[config.mk]
export PLATFORM = sky130hd
export DESIGN_NAME = acc_switch_ctrl
export DESIGN_NICKNAME = d
export VERILOG_FILES = /design/src/hdl/acc_pkg.sv /design/src/hdl/acc_tick_if.sv /design/src/hdl/acc_tick_div.sv /design/src/hdl/acc_switch_ctrl.sv
export SDC_FILE = /design/constraint.sdc
export NUM_CORES = 1
export LEC_CHECK = 0
export CAP_MARGIN = 20
export CELL_PAD_IN_SITES_DETAIL_PLACEMENT = 1
export CELL_PAD_IN_SITES_GLOBAL_PLACEMENT = 1
export CORE_UTILIZATION = 45
export CTS_CLUSTER_DIAMETER = 80
export CTS_CLUSTER_SIZE = 12
export DETAILED_ROUTE_END_ITERATION = 6
export DONT_BUFFER_PORTS = 1
export PLACE_DENSITY = 0.74
export SLEW_MARGIN = 20
export SYNTH_ARGS = -nofsm -noshare
export SYNTH_HDL_FRONTEND = slang
export SYNTH_SLANG_ARGS = --single-unit
[constraint.sdc]
create_clock -name CLK -period 2.6 [get_ports CLK]
set_input_delay 0.39 -clock CLK [delete_from_list [all_inputs] [get_ports CLK]]
set_output_delay 0.39 -clock CLK [all_outputs]
set_load 0.03 [all_outputs]
[src/hdl/acc_pkg.sv]
package acc_pkg;
    // ********************************************************
    // Timing
    // ********************************************************
    localparam int CLK_MHZ = 250;
    localparam int TICK_US = 1000;
    localparam int TICK_CYCLES = TICK_US * CLK_MHZ;
    localparam int INS_DEB_DEFAULT_MS = 90;
    localparam int REM_DEB_MS = 50;
    localparam int DET_MS = 2;
    localparam logic [1:0] DEB_SEL_RESET = 2'h1;
    localparam logic [7:0] SW_RESET = 8'h00;
    localparam int MANUAL_BIT = 6;
    // ********************************************************
    // Types
    // ********************************************************
    typedef enum logic [1:0] {
        ROUTE_NONE,
        ROUTE_3POLE,
        ROUTE_MIC_SLEEVE,
        ROUTE_MIC_RING2
    } route_t;
    typedef enum {
        ST_SLEEP,
        ST_INS_DEB,
        ST_DETECT,
        ST_ACTIVE,
        ST_REM_DEB
    } state_t;
endpackage

[src/hdl/acc_tick_if.sv]
`timescale 1ns/10ps
interface acc_tick_if;
    logic tick;
    modport src (output tick);
    modport dst (input tick);
endinterface

[src/hdl/acc_tick_div.sv]
`timescale 1ns/10ps
// Millisecond enable pulse from the system clock
module acc_tick_div #(
    parameter int CYCLES = acc_pkg::TICK_CYCLES
) (
    input wire logic CLK,
    input wire logic RST_N,
    acc_tick_if.src t
);
    logic [31:0] cnt_q;
    logic wrap;
    assign wrap = (cnt_q == 32'(CYCLES - 1));
    always_ff @(posedge CLK or negedge RST_N) begin
        if (!RST_N) begin
            cnt_q <= 32'h0;
        end else begin
            cnt_q <= wrap ? 32'h0 : cnt_q + 32'h1;
        end
    end
    assign t.tick = wrap;
endmodule // acc_tick_div

[src/hdl/acc_switch_ctrl.sv]
`timescale 1ns/10ps
// Operation
// Insertion debounce defaults to 90 ms
// Host selects debounce from fixed set
// Detect mic contact, route bias and ground
// Key detect reports four keys press/release
// Sleep when empty and override clear
// Insertion in sleep wakes, detects, routes
// Sleep still takes settings and insertions
// Override set wakes; never with sleep
// Override clear when empty restores sleep
// Override enable is settings bit 6
// Sensing and detection run under override
// Switches frozen during any type detection
// Manual updates deferred during debounce
// Otherwise override applies switch registers
// Host writes switch registers before override
// Override clear restores last detection
// Detection starts from pin or command
// Removal debounce 50 ms then sleep
// Removal aborts any ongoing process
module acc_switch_ctrl #(
    parameter int TICK_CYCLES = acc_pkg::TICK_CYCLES
) (
    // System
    input wire logic CLK,
    input wire logic RST_N,
    // Jack pins
    input wire logic DETECT_N,
    input wire logic MIC_ON_SLEEVE,
    input wire logic MIC_ON_RING2,
    input wire logic [3:0] KEY_IN,
    // Host configuration
    input wire logic [7:0] SETTINGS1,
    input wire logic [1:0] DEB_SEL,
    input wire logic DEB_SEL_WE,
    input wire logic AUTO_DET_EN,
    input wire logic DET_CMD,
    input wire logic KEY_DET_EN,
    input wire logic [7:0] SW_REGS,
    // Switch and status outputs
    output logic [7:0] SW_STATE,
    output logic [1:0] ROUTE,
    output logic SLEEP,
    output logic INSERTED,
    output logic DET_DONE,
    output logic [7:0] KEY_EVENT
);

    // ********************************************************
    // Pin synchronisers
    // ********************************************************
    logic [6:0] sync1_q, sync2_q;
    always_ff @(posedge CLK or negedge RST_N) begin
        if (!RST_N) begin
            sync1_q <= 7'h40;
            sync2_q <= 7'h40;
        end else begin
            sync1_q <= {DETECT_N, MIC_ON_SLEEVE, MIC_ON_RING2, KEY_IN};
            sync2_q <= sync1_q;
        end
    end
    logic det_pin, mic_s, mic_r;
    logic [3:0] keys;
    assign det_pin = ~sync2_q[6];
    assign mic_s = sync2_q[5];
    assign mic_r = sync2_q[4];
    assign keys = sync2_q[3:0];

    acc_tick_if tk ();
    acc_tick_div #(.CYCLES(TICK_CYCLES)) u_div (
        .CLK(CLK),
        .RST_N(RST_N),
        .t(tk.src)
    );

    // ********************************************************
    // Debounce selection, writable in any state
    // ********************************************************
    logic [1:0] deb_sel_q;
    always_ff @(posedge CLK or negedge RST_N) begin
        if (!RST_N) begin
            deb_sel_q <= acc_pkg::DEB_SEL_RESET;
        end else if (DEB_SEL_WE) begin
            deb_sel_q <= DEB_SEL;
        end
    end
    logic [7:0] ins_ms;
    // Fixed choices replace the external RC filter
    assign ins_ms = (deb_sel_q == 2'h0) ? 8'h1E :
                    (deb_sel_q == 2'h1) ? 8'h5A :
                    (deb_sel_q == 2'h2) ? 8'h78 : 8'hC8;

    // ********************************************************
    // Sequencer
    // ********************************************************
    acc_pkg::state_t st_q, st_d;
    acc_pkg::route_t det_q, det_d;
    logic [7:0] ms_q, ms_d;
    logic det_valid_q, det_valid_d;
    logic manual;
    logic cmd_q;
    logic busy;
    assign manual = SETTINGS1[acc_pkg::MANUAL_BIT];
    assign busy = (st_q == acc_pkg::ST_INS_DEB) ||
                  (st_q == acc_pkg::ST_DETECT) ||
                  (st_q == acc_pkg::ST_REM_DEB);
    logic trig;
    // Pin debounce complete with auto detection enabled, or a host command, starts detection
    assign trig = AUTO_DET_EN || cmd_q;

    always_comb begin
        st_d = st_q;
        det_d = det_q;
        ms_d = ms_q;
        det_valid_d = det_valid_q;
        case (st_q)
            acc_pkg::ST_SLEEP, acc_pkg::ST_REM_DEB: begin
                if (det_pin) begin
                    st_d = acc_pkg::ST_INS_DEB;
                    ms_d = 8'h0;
                end else if (st_q == acc_pkg::ST_REM_DEB && tk.tick) begin
                    ms_d = ms_q + 8'h1;
                    if (ms_q + 8'h1 >= 8'(acc_pkg::REM_DEB_MS)) begin
                        st_d = acc_pkg::ST_SLEEP;
                    end
                end
            end
            acc_pkg::ST_INS_DEB: begin
                if (tk.tick) begin
                    ms_d = ms_q + 8'h1;
                    if (ms_q + 8'h1 >= ins_ms) begin
                        st_d = trig ? acc_pkg::ST_DETECT
                                    : acc_pkg::ST_ACTIVE;
                        ms_d = 8'h0;
                    end
                end
            end
            acc_pkg::ST_DETECT: begin
                if (tk.tick) begin
                    ms_d = ms_q + 8'h1;
                    if (ms_q + 8'h1 >= 8'(acc_pkg::DET_MS)) begin
                        st_d = acc_pkg::ST_ACTIVE;
                        det_valid_d = 1'b1;
                        det_d = mic_s ? acc_pkg::ROUTE_MIC_SLEEVE :
                                mic_r ? acc_pkg::ROUTE_MIC_RING2 :
                                acc_pkg::ROUTE_3POLE;
                    end
                end
            end
            acc_pkg::ST_ACTIVE: begin
                if (cmd_q) begin
                    st_d = acc_pkg::ST_DETECT;
                    ms_d = 8'h0;
                end
            end
            default: st_d = acc_pkg::ST_SLEEP;
        endcase
        // Removal overrides every other step
        if (!det_pin && st_q != acc_pkg::ST_SLEEP &&
                st_q != acc_pkg::ST_REM_DEB) begin
            st_d = acc_pkg::ST_REM_DEB;
            ms_d = 8'h0;
            det_valid_d = 1'b0;
            det_d = acc_pkg::ROUTE_NONE;
        end
    end

    always_ff @(posedge CLK or negedge RST_N) begin
        if (!RST_N) begin
            st_q <= acc_pkg::ST_SLEEP;
            det_q <= acc_pkg::ROUTE_NONE;
            ms_q <= 8'h0;
            det_valid_q <= 1'b0;
        end else begin
            st_q <= st_d;
            det_q <= det_d;
            ms_q <= ms_d;
            det_valid_q <= det_valid_d;
        end
    end

    // Command is held until detection starts, and is dropped in sleep
    always_ff @(posedge CLK or negedge RST_N) begin
        if (!RST_N) begin
            cmd_q <= 1'b0;
        end else if (DET_CMD) begin
            cmd_q <= 1'b1;
        end else if (st_q == acc_pkg::ST_DETECT ||
                     st_q == acc_pkg::ST_SLEEP) begin
            cmd_q <= 1'b0;
        end
    end

    // ********************************************************
    // Switch routing
    // ********************************************************
    logic [7:0] auto_sw;
    assign auto_sw = det_valid_q ? {6'h0, 2'(det_q)} : acc_pkg::SW_RESET;
    logic [7:0] sw_q;
    logic [1:0] route_q;
    always_ff @(posedge CLK or negedge RST_N) begin
        if (!RST_N) begin
            sw_q <= acc_pkg::SW_RESET;
            route_q <= 2'h0;
        end else if (!busy) begin
            // Frozen while detection or debounce is running
            sw_q <= manual ? SW_REGS : auto_sw;
            route_q <= det_valid_q ? 2'(det_q) : 2'h0;
        end
    end

    // Sleep only when empty with override clear
    logic sleep_q;
    always_ff @(posedge CLK or negedge RST_N) begin
        if (!RST_N) begin
            sleep_q <= 1'b1;
        end else begin
            sleep_q <= (st_d == acc_pkg::ST_SLEEP) && !manual;
        end
    end

    // ********************************************************
    // Key press reporting
    // ********************************************************
    logic [3:0] key_prev_q;
    logic [7:0] key_ev_q;
    logic key_on;
    assign key_on = KEY_DET_EN && (st_q == acc_pkg::ST_ACTIVE) &&
                    det_valid_q && (det_q != acc_pkg::ROUTE_3POLE);
    always_ff @(posedge CLK or negedge RST_N) begin
        if (!RST_N) begin
            key_prev_q <= 4'h0;
            key_ev_q <= 8'h00;
        end else begin
            key_prev_q <= key_on ? keys : 4'h0;
            for (int i = 0; i < 4; i++) begin
                key_ev_q[2*i] <= key_on & keys[i] & ~key_prev_q[i];
                key_ev_q[2*i+1] <= key_on & ~keys[i] & key_prev_q[i];
            end
        end
    end

    logic done_q;
    always_ff @(posedge CLK or negedge RST_N) begin
        if (!RST_N) begin
            done_q <= 1'b0;
        end else begin
            done_q <= (st_q == acc_pkg::ST_DETECT) &&
                      (st_d == acc_pkg::ST_ACTIVE);
        end
    end

    assign SW_STATE = sw_q;
    assign ROUTE = route_q;
    assign SLEEP = sleep_q;
    assign INSERTED = det_pin;
    assign DET_DONE = done_q;
    assign KEY_EVENT = key_ev_q;
endmodule // acc_switch_ctrl

======== Yosys cells after proc, flatten, opt, wreduce, memory -nomap -nowiden ========
Cells that the tools add are included.
operators by class
  $add $sub $neg .......................... 2
  $lt $le $gt $ge ......................... 3
  eq/ne operators ......................... 18
  mux-type cells .......................... 39
  bitwise gates (word level) .............. 25
  reductions and logical operators ........ 26
operator list
  cell                                                                                  number
  32-bit 2-to-1 mux                                                                     10
  32-bit by 3-bit == test with 1-bit output (second input constant)                     4
  32-bit case mux with 4 select lines                                                   1
  32-bit by 2-bit == test with 1-bit output (second input constant)                     3
  32-bit zero test                                                                      3
  8-bit 2-to-1 mux                                                                      11
  32-bit by 1-bit adder with 32-bit output (second input constant)                      1
  32-bit by 1-bit == test with 1-bit output (second input constant)                     1
  32-bit by 18-bit == test with 1-bit output (second input constant)                    1
  32-bit by 4-bit == test with 1-bit output (second input constant)                     1
  32-bit by 4-bit inequality test with 1-bit output (second input constant)             1
  8-bit case mux with 4 select lines                                                    1
  32-bit nonzero test                                                                   1
  1-bit bitwise AND                                                                     16
  2-bit 2-to-1 mux                                                                      8
  3-bit inequality test (second input constant)                                         3
  1-bit NOT                                                                             9
  8-bit by 1-bit adder with 8-bit output (second input constant)                        1
  8-bit by 2-bit greater-or-equal comparator with 1-bit output (second input constant)  1
  8-bit by 6-bit greater-or-equal comparator with 1-bit output (second input constant)  1
  8-bit greater-or-equal comparator                                                     1
  1-bit logical AND                                                                     8
  2-bit nonzero test                                                                    4
  1-bit 2-to-1 mux                                                                      7
  other kinds (12)                                                                      15
word-level totals
  flip-flop bits (word level) ............. 116
  bits of input ports ..................... 31
  output and inout port bits .............. 21
  logic and storage cells ................. 128

======== Longest topological paths before layout ========
Gate-level depths: netlist of the first run.
  depth in word-level cells ............... 11
  depth in mapped cells ................... 13
  gate-level depth less buffers ........... 12

======== By module ========
Synthesis of the first run repeated with hierarchy kept, for this count alone.
second synthesis, totals
  cells, all modules ...................... 434
  area, all modules ....................... 4948.5 um^2
modules (own cells, without submodules)
  module           times used  cells each  area each (um^2)  seq. area each (um^2)
  acc_switch_ctrl  1           294         3415.8            2107.0
  acc_tick_div     1           140         1532.7            800.8

======== Least setup slack after synthesis of the first run ========
No wires, ideal clock.
  kind .................................... register to register
  start ................................... register st_q[6]
  end ..................................... register ms_q[4]
  setup time .............................. 0.087 ns
  data arrival time ....................... 2.691 ns
  data required time ...................... 2.513 ns
  path slack .............................. -0.178 ns
  stages on the path, launching flop included .. 9
  path buffers ............................ 2
  period minus slack after synthesis ...... 2.778 ns
  cell sequence ........................... dfrtp_1 or4_4 or2_1 or4_4 buf_6 a2111o_1 buf_6 a211o_4 o221ai_2
on the way
  word-level cells in the longest chain between the ends .. 5
  elaborated cells between the ends (all ways) .. 20
  classes of those cells .................. eq/ne: 10; mux: 2; reduce/logical: 8
ends and longest elaborated chain
  what                                                                  RTL line                text
  start, declared                                                       acc_switch_ctrl.sv:97   acc_pkg::state_t st_q, st_d;
  start signal, assigned                                                acc_switch_ctrl.sv:171  st_q <= acc_pkg::ST_SLEEP;
  start signal, assigned                                                acc_switch_ctrl.sv:176  st_q <= st_d;
  32-bit nonzero test                                                   acc_switch_ctrl.sv:160  if (!det_pin && st_q != acc_pkg::ST_SLEEP &&
  1-bit logical AND (2 in a row)                                        acc_switch_ctrl.sv:160
  4-bit inequality test (no source line), or another cell as far along  --
  5-bit AND reduction (no source line)                                  --
  end signal, assigned                                                  acc_switch_ctrl.sv:178  ms_q <= ms_d;
  end, declared                                                         acc_switch_ctrl.sv:99   logic [7:0] ms_q, ms_d;
Several ways; a longest one is shown, not always the timed one.
A chain may end at the register's enable or synchronous reset.

======== Final worst setup path of the first run ========
  start ................................... register st_q[4]
  end ..................................... register ms_q[4]
Same word-level chain as after synthesis.

==> results of run 1 <==
==> layout by cell type, fill, tap and decap left out, types with 16 or more instances in the layout <==
cell and instances:
inv_1 16, dlygate4sd3_1 17, o21ai_0 17, nand2_1 45
nand3_1 21, nor2_1 29, dfrtp_1 111, conb_1 29
buf_4 41, xnor2_1 19, clkbuf_16 16
==> what timing repair did <==
item,4_1_cts,5_1_grt
endpoints found under the setup margin,16,20
endpoints found under the hold margin,130,116
pin swaps,14,4
buffers inserted,7,1
cloned,0,0
gates resized for setup,22,31
==> routing by layer <==
layer | part of all wire, % | routed length (um)
met4 | 2.5 | 340
met1 | 41 | 5620
met5 | 0 | 0
met3 | 4.0 | 544
met2 | 53 | 7260
==> state kept, by name, indices dropped and copies added (netlist names) <==
signal / flops
DET_DONE: 1
KEY_EVENT: 8
ROUTE: 2
SLEEP: 1
SW_STATE: 8
cmd_q: 1
deb_sel_q: 2
det_q: 2
det_valid_q: 1
key_prev_q: 4
ms_q: 8
st_q: 32
sync1_q: 7
sync2_q: 7
u_div.cnt_q: 32
==> power breakdown <==
part	internal [mW]	leakage, nW	total, mW	switching, mW
sequential	1.85	1.48	1.89	0.0397
combinational	0.0536	1.13	0.111	0.0570
clock	1.76	0.317	2.64	0.875
total	3.67	2.93	4.64	0.972
==> how the worst max path moves through the flow <==
stage | depth (start not counted) | to | slack (ns)
after floorplan | 8 | ms_q[2] | -0.09
after global placement | 7 | ms_q[3] | -0.03
after detailed placement | 7 | det_q[0] | -0.11
after CTS | 6 | ms_q[4] | -0.05
after global routing | 7 | ms_q[4] | -0.16
final | 7 | ms_q[4] | -0.16
==> final cells by class <==
| cell class | count | area share, % |
|---|---|---|
| Clock inverter | 14 | 3.75 |
| Sequential cell | 116 | 44.0 |
| Inverter | 16 | 0.908 |
| Clock buffer | 18 | 6.32 |
| Timing Repair Buffer | 61 | 7.74 |
| Multi-Input combinational cell | 337 | 34.7 |
| Tap cell | 140 | 2.65 |
==> metrics by stage <==
stage | hold WS (ns) | instance area (um^2)
2_1_floorplan | 0.0944 | 5120
3_3_place_gp | 0.0986 | 5480
3_5_place_dp | 0.0982 | 5480
4_1_cts | -0.462 | 6480
5_1_grt | -0.471 | 6620
6_report | -0.439 | 6620
==> cell families (layout without fill, tap and decap cells) <==
logic type / after synthesis / after routing
AOI/OAI and AO/OA: 61 / 61
xor gates and xnor gates: 34 / 34
adders and majority gates: 9 / 9
buffers and inverters: 35 / 109
DFF: 116 / 116
muxes: 5 / 5
other: 1 / 29
and+or+nand+nor: 199 / 199
==> metrics, run 1 <==
status complete, but fails checks; failing checks negative hold slack, negative setup slack; ant diodes 0; Via density 5.49; WP data required 3.04 ns; Layout area overhead 31.8%; HP Class in -> async; FF-to-FF path depth 7; core region area 10,800 um^2; Buf/Inv on CP 1; CP startpoint kind register; final core utilization 61.0%; worst-case clock buffer depth 2; # rows 38; Slew Viols, Final 0; HPWL after DPL 7990 um; maximum fanout along the worst path 6; total grt overflow 0; Setup Skew 0.00736 ns; CTS buffer count 17; gpl congestion 0.853; footprint of the multi-input gates 2290 um^2; total power 4.64 mW; endpoints failing hold 116; Max VDD drop 0.518 mV; layout cells sized above 1 24.2%; post-synthesis xor/xnor area fraction 5.94%; met2 usage 45.0%; flop2flop setup slack -0.16 ns; largest area contributor in the netlist dfrtp_1; Max stage delay cell, worst path or4b_4; Starting Density 46.3%; Final Non-Filler Cells 702; crit path launch st_q[4]; Clock Root Buffer clkbuf_8; met3 Usage GRT 7.02%; area taken by flip-flops and latches 2910 um^2; Post-Synth Simple-Gate Area 21.2%; post-synthesis compound-gate area fraction 8.48%; leakage 2.93 nW; crit-path leading delay family simple AND/OR/NAND/NOR gates; CTS tree done; Crit. End Element register; reg2reg end ms_q[4]; I/O Buffers 0; final worst-path setup slack -0.158 ns; Max stage delay on crit path 0.57 ns; post-route antenna net violation count 0; Data arrival, critical path 3.20 ns; io pins 52; WL per Instance 19.6 um; CTS Hold Buffers Added 17; router iterations before antenna repair 4; Max-Cap Viols 0; RR Startpoint st_q[4]; final wirelength 13,800 um; Slew HR 55.7%; TNS Setup -0.775 ns; GRT Max-Usage Layer met2; GR Layer Usage met1 29.4%; Synth Warn # 0; pre-CTS setup slack -0.114 ns; total number of vias 3,851; post-synthesis instance total 460; first-pass GRT wire length 21,900 um; Die W 108 um; Die Ht 108 um; WHS -0.439 ns; Pwr per Cell Area 702 nW/um^2; Max Freq 363 MHz; GRT Total Usage 25.6%; clk sinks 116; Post-synth top cells dfrtp_1, nand2_1, nor2_1; critical path class reg -> reg; register area share after synthesis 58.0%; initial antenna violation count 0; post-layout min period 2.76 ns; Inst Count DP 645; Fill cells 1,119; Post-synth EDFFs 0; ranking of synthesized cells by area dfrtp_1, xnor2_1, nand2_1, xor2_1, nor2_1; Syn Std Cell Area 5020 um^2; mux cell area share after synthesis 1.15%; crit path cell chain or4_4 -> buf_4 -> nor4_2 -> or4b_4 -> mux2i_4 -> a211o_4 -> o221ai_2; ys flop type dfrtp_1; Nets 589; adder-cell share of the synthesized area 2.24%; Slew @ Worst Pin 0.665 ns; H-tree depth 4; Syn Area/Cell 10.9 um^2; Synth cell types 58; vias in the first global route 4,250; RSZ-0062 raised after global routing true; final worst path period share 106%; endpoints failing setup 9; worst-skew pair later-pin latency 0.52 ns; area share of the largest cell type after synthesis 55.9%; cell with the most instances after synthesis dfrtp_1; largest net degree at the start of global routing 117; Remaining DRCs 0; FF+latch count, synth 116; DRT iter0 DRCs 234; CTS clk-pin slew, worst paths 0.06 ns; Die ar. 11,600 um^2; combinational family with the most area after synthesis simple AND/OR/NAND/NOR gates; ys async rst share 100%
(Power assumes the default switching activity.)
==> run 2: changes to the inputs <==
--- a/config.mk
+++ b/config.mk
@@ -13,7 +13,7 @@
 export CTS_CLUSTER_SIZE = 12
 export DETAILED_ROUTE_END_ITERATION = 6
 export DONT_BUFFER_PORTS = 1
-export PLACE_DENSITY = 0.74
+export PLACE_DENSITY = 0.71
 export SLEW_MARGIN = 20
 export SYNTH_ARGS = -nofsm -noshare
 export SYNTH_HDL_FRONTEND = slang
==> constraint.sdc (replaced) <==
create_clock -name CLK -period 3.2 [get_ports CLK]
set_input_delay 0.48 -clock CLK [delete_from_list [all_inputs] [get_ports CLK]]
set_output_delay 0.48 -clock CLK [all_outputs]
set_load 0.03 [all_outputs]
==> run 2 against run 1 <==
The run now ends clean. Worst setup slack improved by 0.38 ns. Clock power fell by 20%. Register-to-register slack improved by 0.38 ns. Routed wire length fell by 16%. Utilization fell by 5.1 points. Non-clock buffer count fell by 40. Clock skew rose by 0.0015 ns. Critical path type unchanged. Largest cell class unchanged.
==> metrics, run 2 (synthesized netlist as in run 1, its figures left out) <==
leakage 2.71 nW (-7.4%); post-layout min period 2.98 ns (+0.223 ns); TNS Setup 0 ns (+0.775 ns); Slew HR 61.1% (+5.4 points); CP startpoint kind register; router iterations before antenna repair 4 (unchanged); DRT iter0 DRCs 203 (-13%); gpl congestion 0.790 (-7.4%); H-tree depth 4 (unchanged); Nets 549 (-6.8%); flop2flop setup slack 0.22 ns (+0.38 ns); FF-to-FF path depth 7 (unchanged); clk sinks 116 (unchanged); most frequent cells in the layout dfrtp_1, nand2_1, nor2_1; CTS tree done; RR Startpoint st_q[10]; I/O Buffers 0 (unchanged); footprint of the multi-input gates 2070 um^2 (-9.8%); worst-case clock buffer depth 2 (unchanged); Max-Cap Viols 0 (unchanged); GRT Total Usage 22.0% (-3.6 points); final wirelength 11,500 um (-16%); post-CTS setup buffers 0 (-7); Fill cells 1,145 (+2.3%); maximum fanout along the worst path 8 (+2); final worst path period share 93.2% (-13 points); Clock Root Buffer clkbuf_8; post-route antenna net violation count 0 (unchanged); HP Class in -> reg; layout cells sized above 1 12.1% (-12 points); Top Registers st_q: 32 flops, u_div.cnt_q: 32 flops; WHS 0.0510 ns (+0.490 ns); critical path class reg -> reg; total grt overflow 0 (unchanged); Starting Density 46.3% (unchanged); Inst Count DP 621 (-3.7%); reg2reg end ms_q[6]; crit path launch st_q[10]; WP data required 3.64 ns (+0.60 ns); largest net degree at the start of global routing 117 (unchanged); status finished, final reports clean; Setup Skew 0.00886 ns (+0.00150 ns); final core utilization 56.0% (-5.1 points); Max Freq 335 MHz (-7.5%); endpoints failing setup 0 (-9); area taken by flip-flops and latches 2910 um^2 (about the same); Crit. End Element register; hold depth 1; Via density 5.40 (-1.5%); Die W 108 um (unchanged); CTS Hold Buffers Added 9 (-8); Final Non-Filler Cells 661 (-5.8%); Die Ht 108 um (unchanged); Die ar. 11,600 um^2 (unchanged); endpoints failing hold 0 (-100%); vias in the first global route 3,765 (-11%); worst-skew pair later-pin latency 0.53 ns (about the same); critical path endpoint ms_q[6]; Pwr per Cell Area 618 nW/um^2 (-12%); post-route cell area 6070 um^2 (-8.3%); # rows 38 (unchanged); Slew Viols, Final 0 (unchanged); CTS clk-pin slew, worst paths 0.06 ns (about the same); Cell Area, Placed 5300 um^2 (-3.3%); CTS buffer count 17 (unchanged); ant diodes 0 (unchanged); RSZ-0062 raised after global routing false; first-pass GRT wire length 18,900 um (-14%); Slew @ Worst Pin 0.584 ns (-0.0808 ns); CTS resizes 0 (-100%); HPWL after DPL 7470 um (-6.6%); most common cell after layout, fill and taps aside dfrtp_1; io pins 52 (unchanged); Data arrival, critical path 3.42 ns (+0.22 ns); core region area 10,800 um^2 (unchanged); Max VDD drop 0.407 mV (-21%); total number of vias 3,571 (-7.3%); Layout area overhead 20.9%; Remaining DRCs 0 (unchanged); initial antenna violation count 0 (unchanged); WL per Instance 17.4 um (-11%)
-- run 2: cell count changes in the layout (fill, tap and decap cells not counted), sizes merged --
cell / delta
dlygate4sd3: -9
inv: -2
clkbuf: +1
buf: -31
-- run 2: cell type report --
| class | count | share of cell area [%] |
|---|---|---|
| flip-flops and latches | 116 | 47.9 |
| multi-input cells | 337 | 34.1 |
| clock buffers | 19 | 7.11 |
| clock inverters | 12 | 3.73 |
| repair buffers | 21 | 3.26 |
| well taps | 140 | 2.89 |
| inverters | 16 | 0.990 |
-- run 2: how the worst min path moves through the flow --
stage | to | start | slack (ns)
floorplan | DET_DONE | RST_N | 0.18
global placement | deb_sel_q[1] | RST_N | 0.19
detailed placement | deb_sel_q[1] | RST_N | 0.19
CTS | deb_sel_q[1] | DEB_SEL_WE | 0.02
global route | deb_sel_q[1] | DEB_SEL_WE | 0.04
finish | deb_sel_q[1] | DEB_SEL_WE | 0.05
-- run 2: metrics by stage --
stage               setup slack (ns)  power (mW)
global route                0.000517        3.88
floorplan                      0.422        1.60
CTS                            0.202        3.80
global placement               0.378        1.61
finish                         0.219        3.75
detailed placement             0.232        1.61
-- run 2: worst max-delay path, cell delays in order (launching register included) --
cell     delay (ns)
dfrtp_1        0.37
or4_1          0.60
nor4_1         0.30
or4b_1         0.64
mux2i_2        0.50
buf_4          0.22
a32oi_1        0.08
o22ai_1        0.19
-- run 2: routing by layer --
metal | share of wire, % | wire [um] | global-route usage, %
met4 | 1.7 | 201 | 7.63
met5 | 0 | 0 | 0
met1 | 44 | 5120 | 27.1
met3 | 3.4 | 391 | 7.14
met2 | 50 | 5810 | 36.3
-- run 2: where the power goes --
part / switching, mW / total [mW] / internal (mW)
Sequential: 0.0299 / 1.54 / 1.51
Clock: 0.683 / 2.12 / 1.44
Combinational: 0.0600 / 0.0902 / 0.0301
Total: 0.773 / 3.75 / 2.98
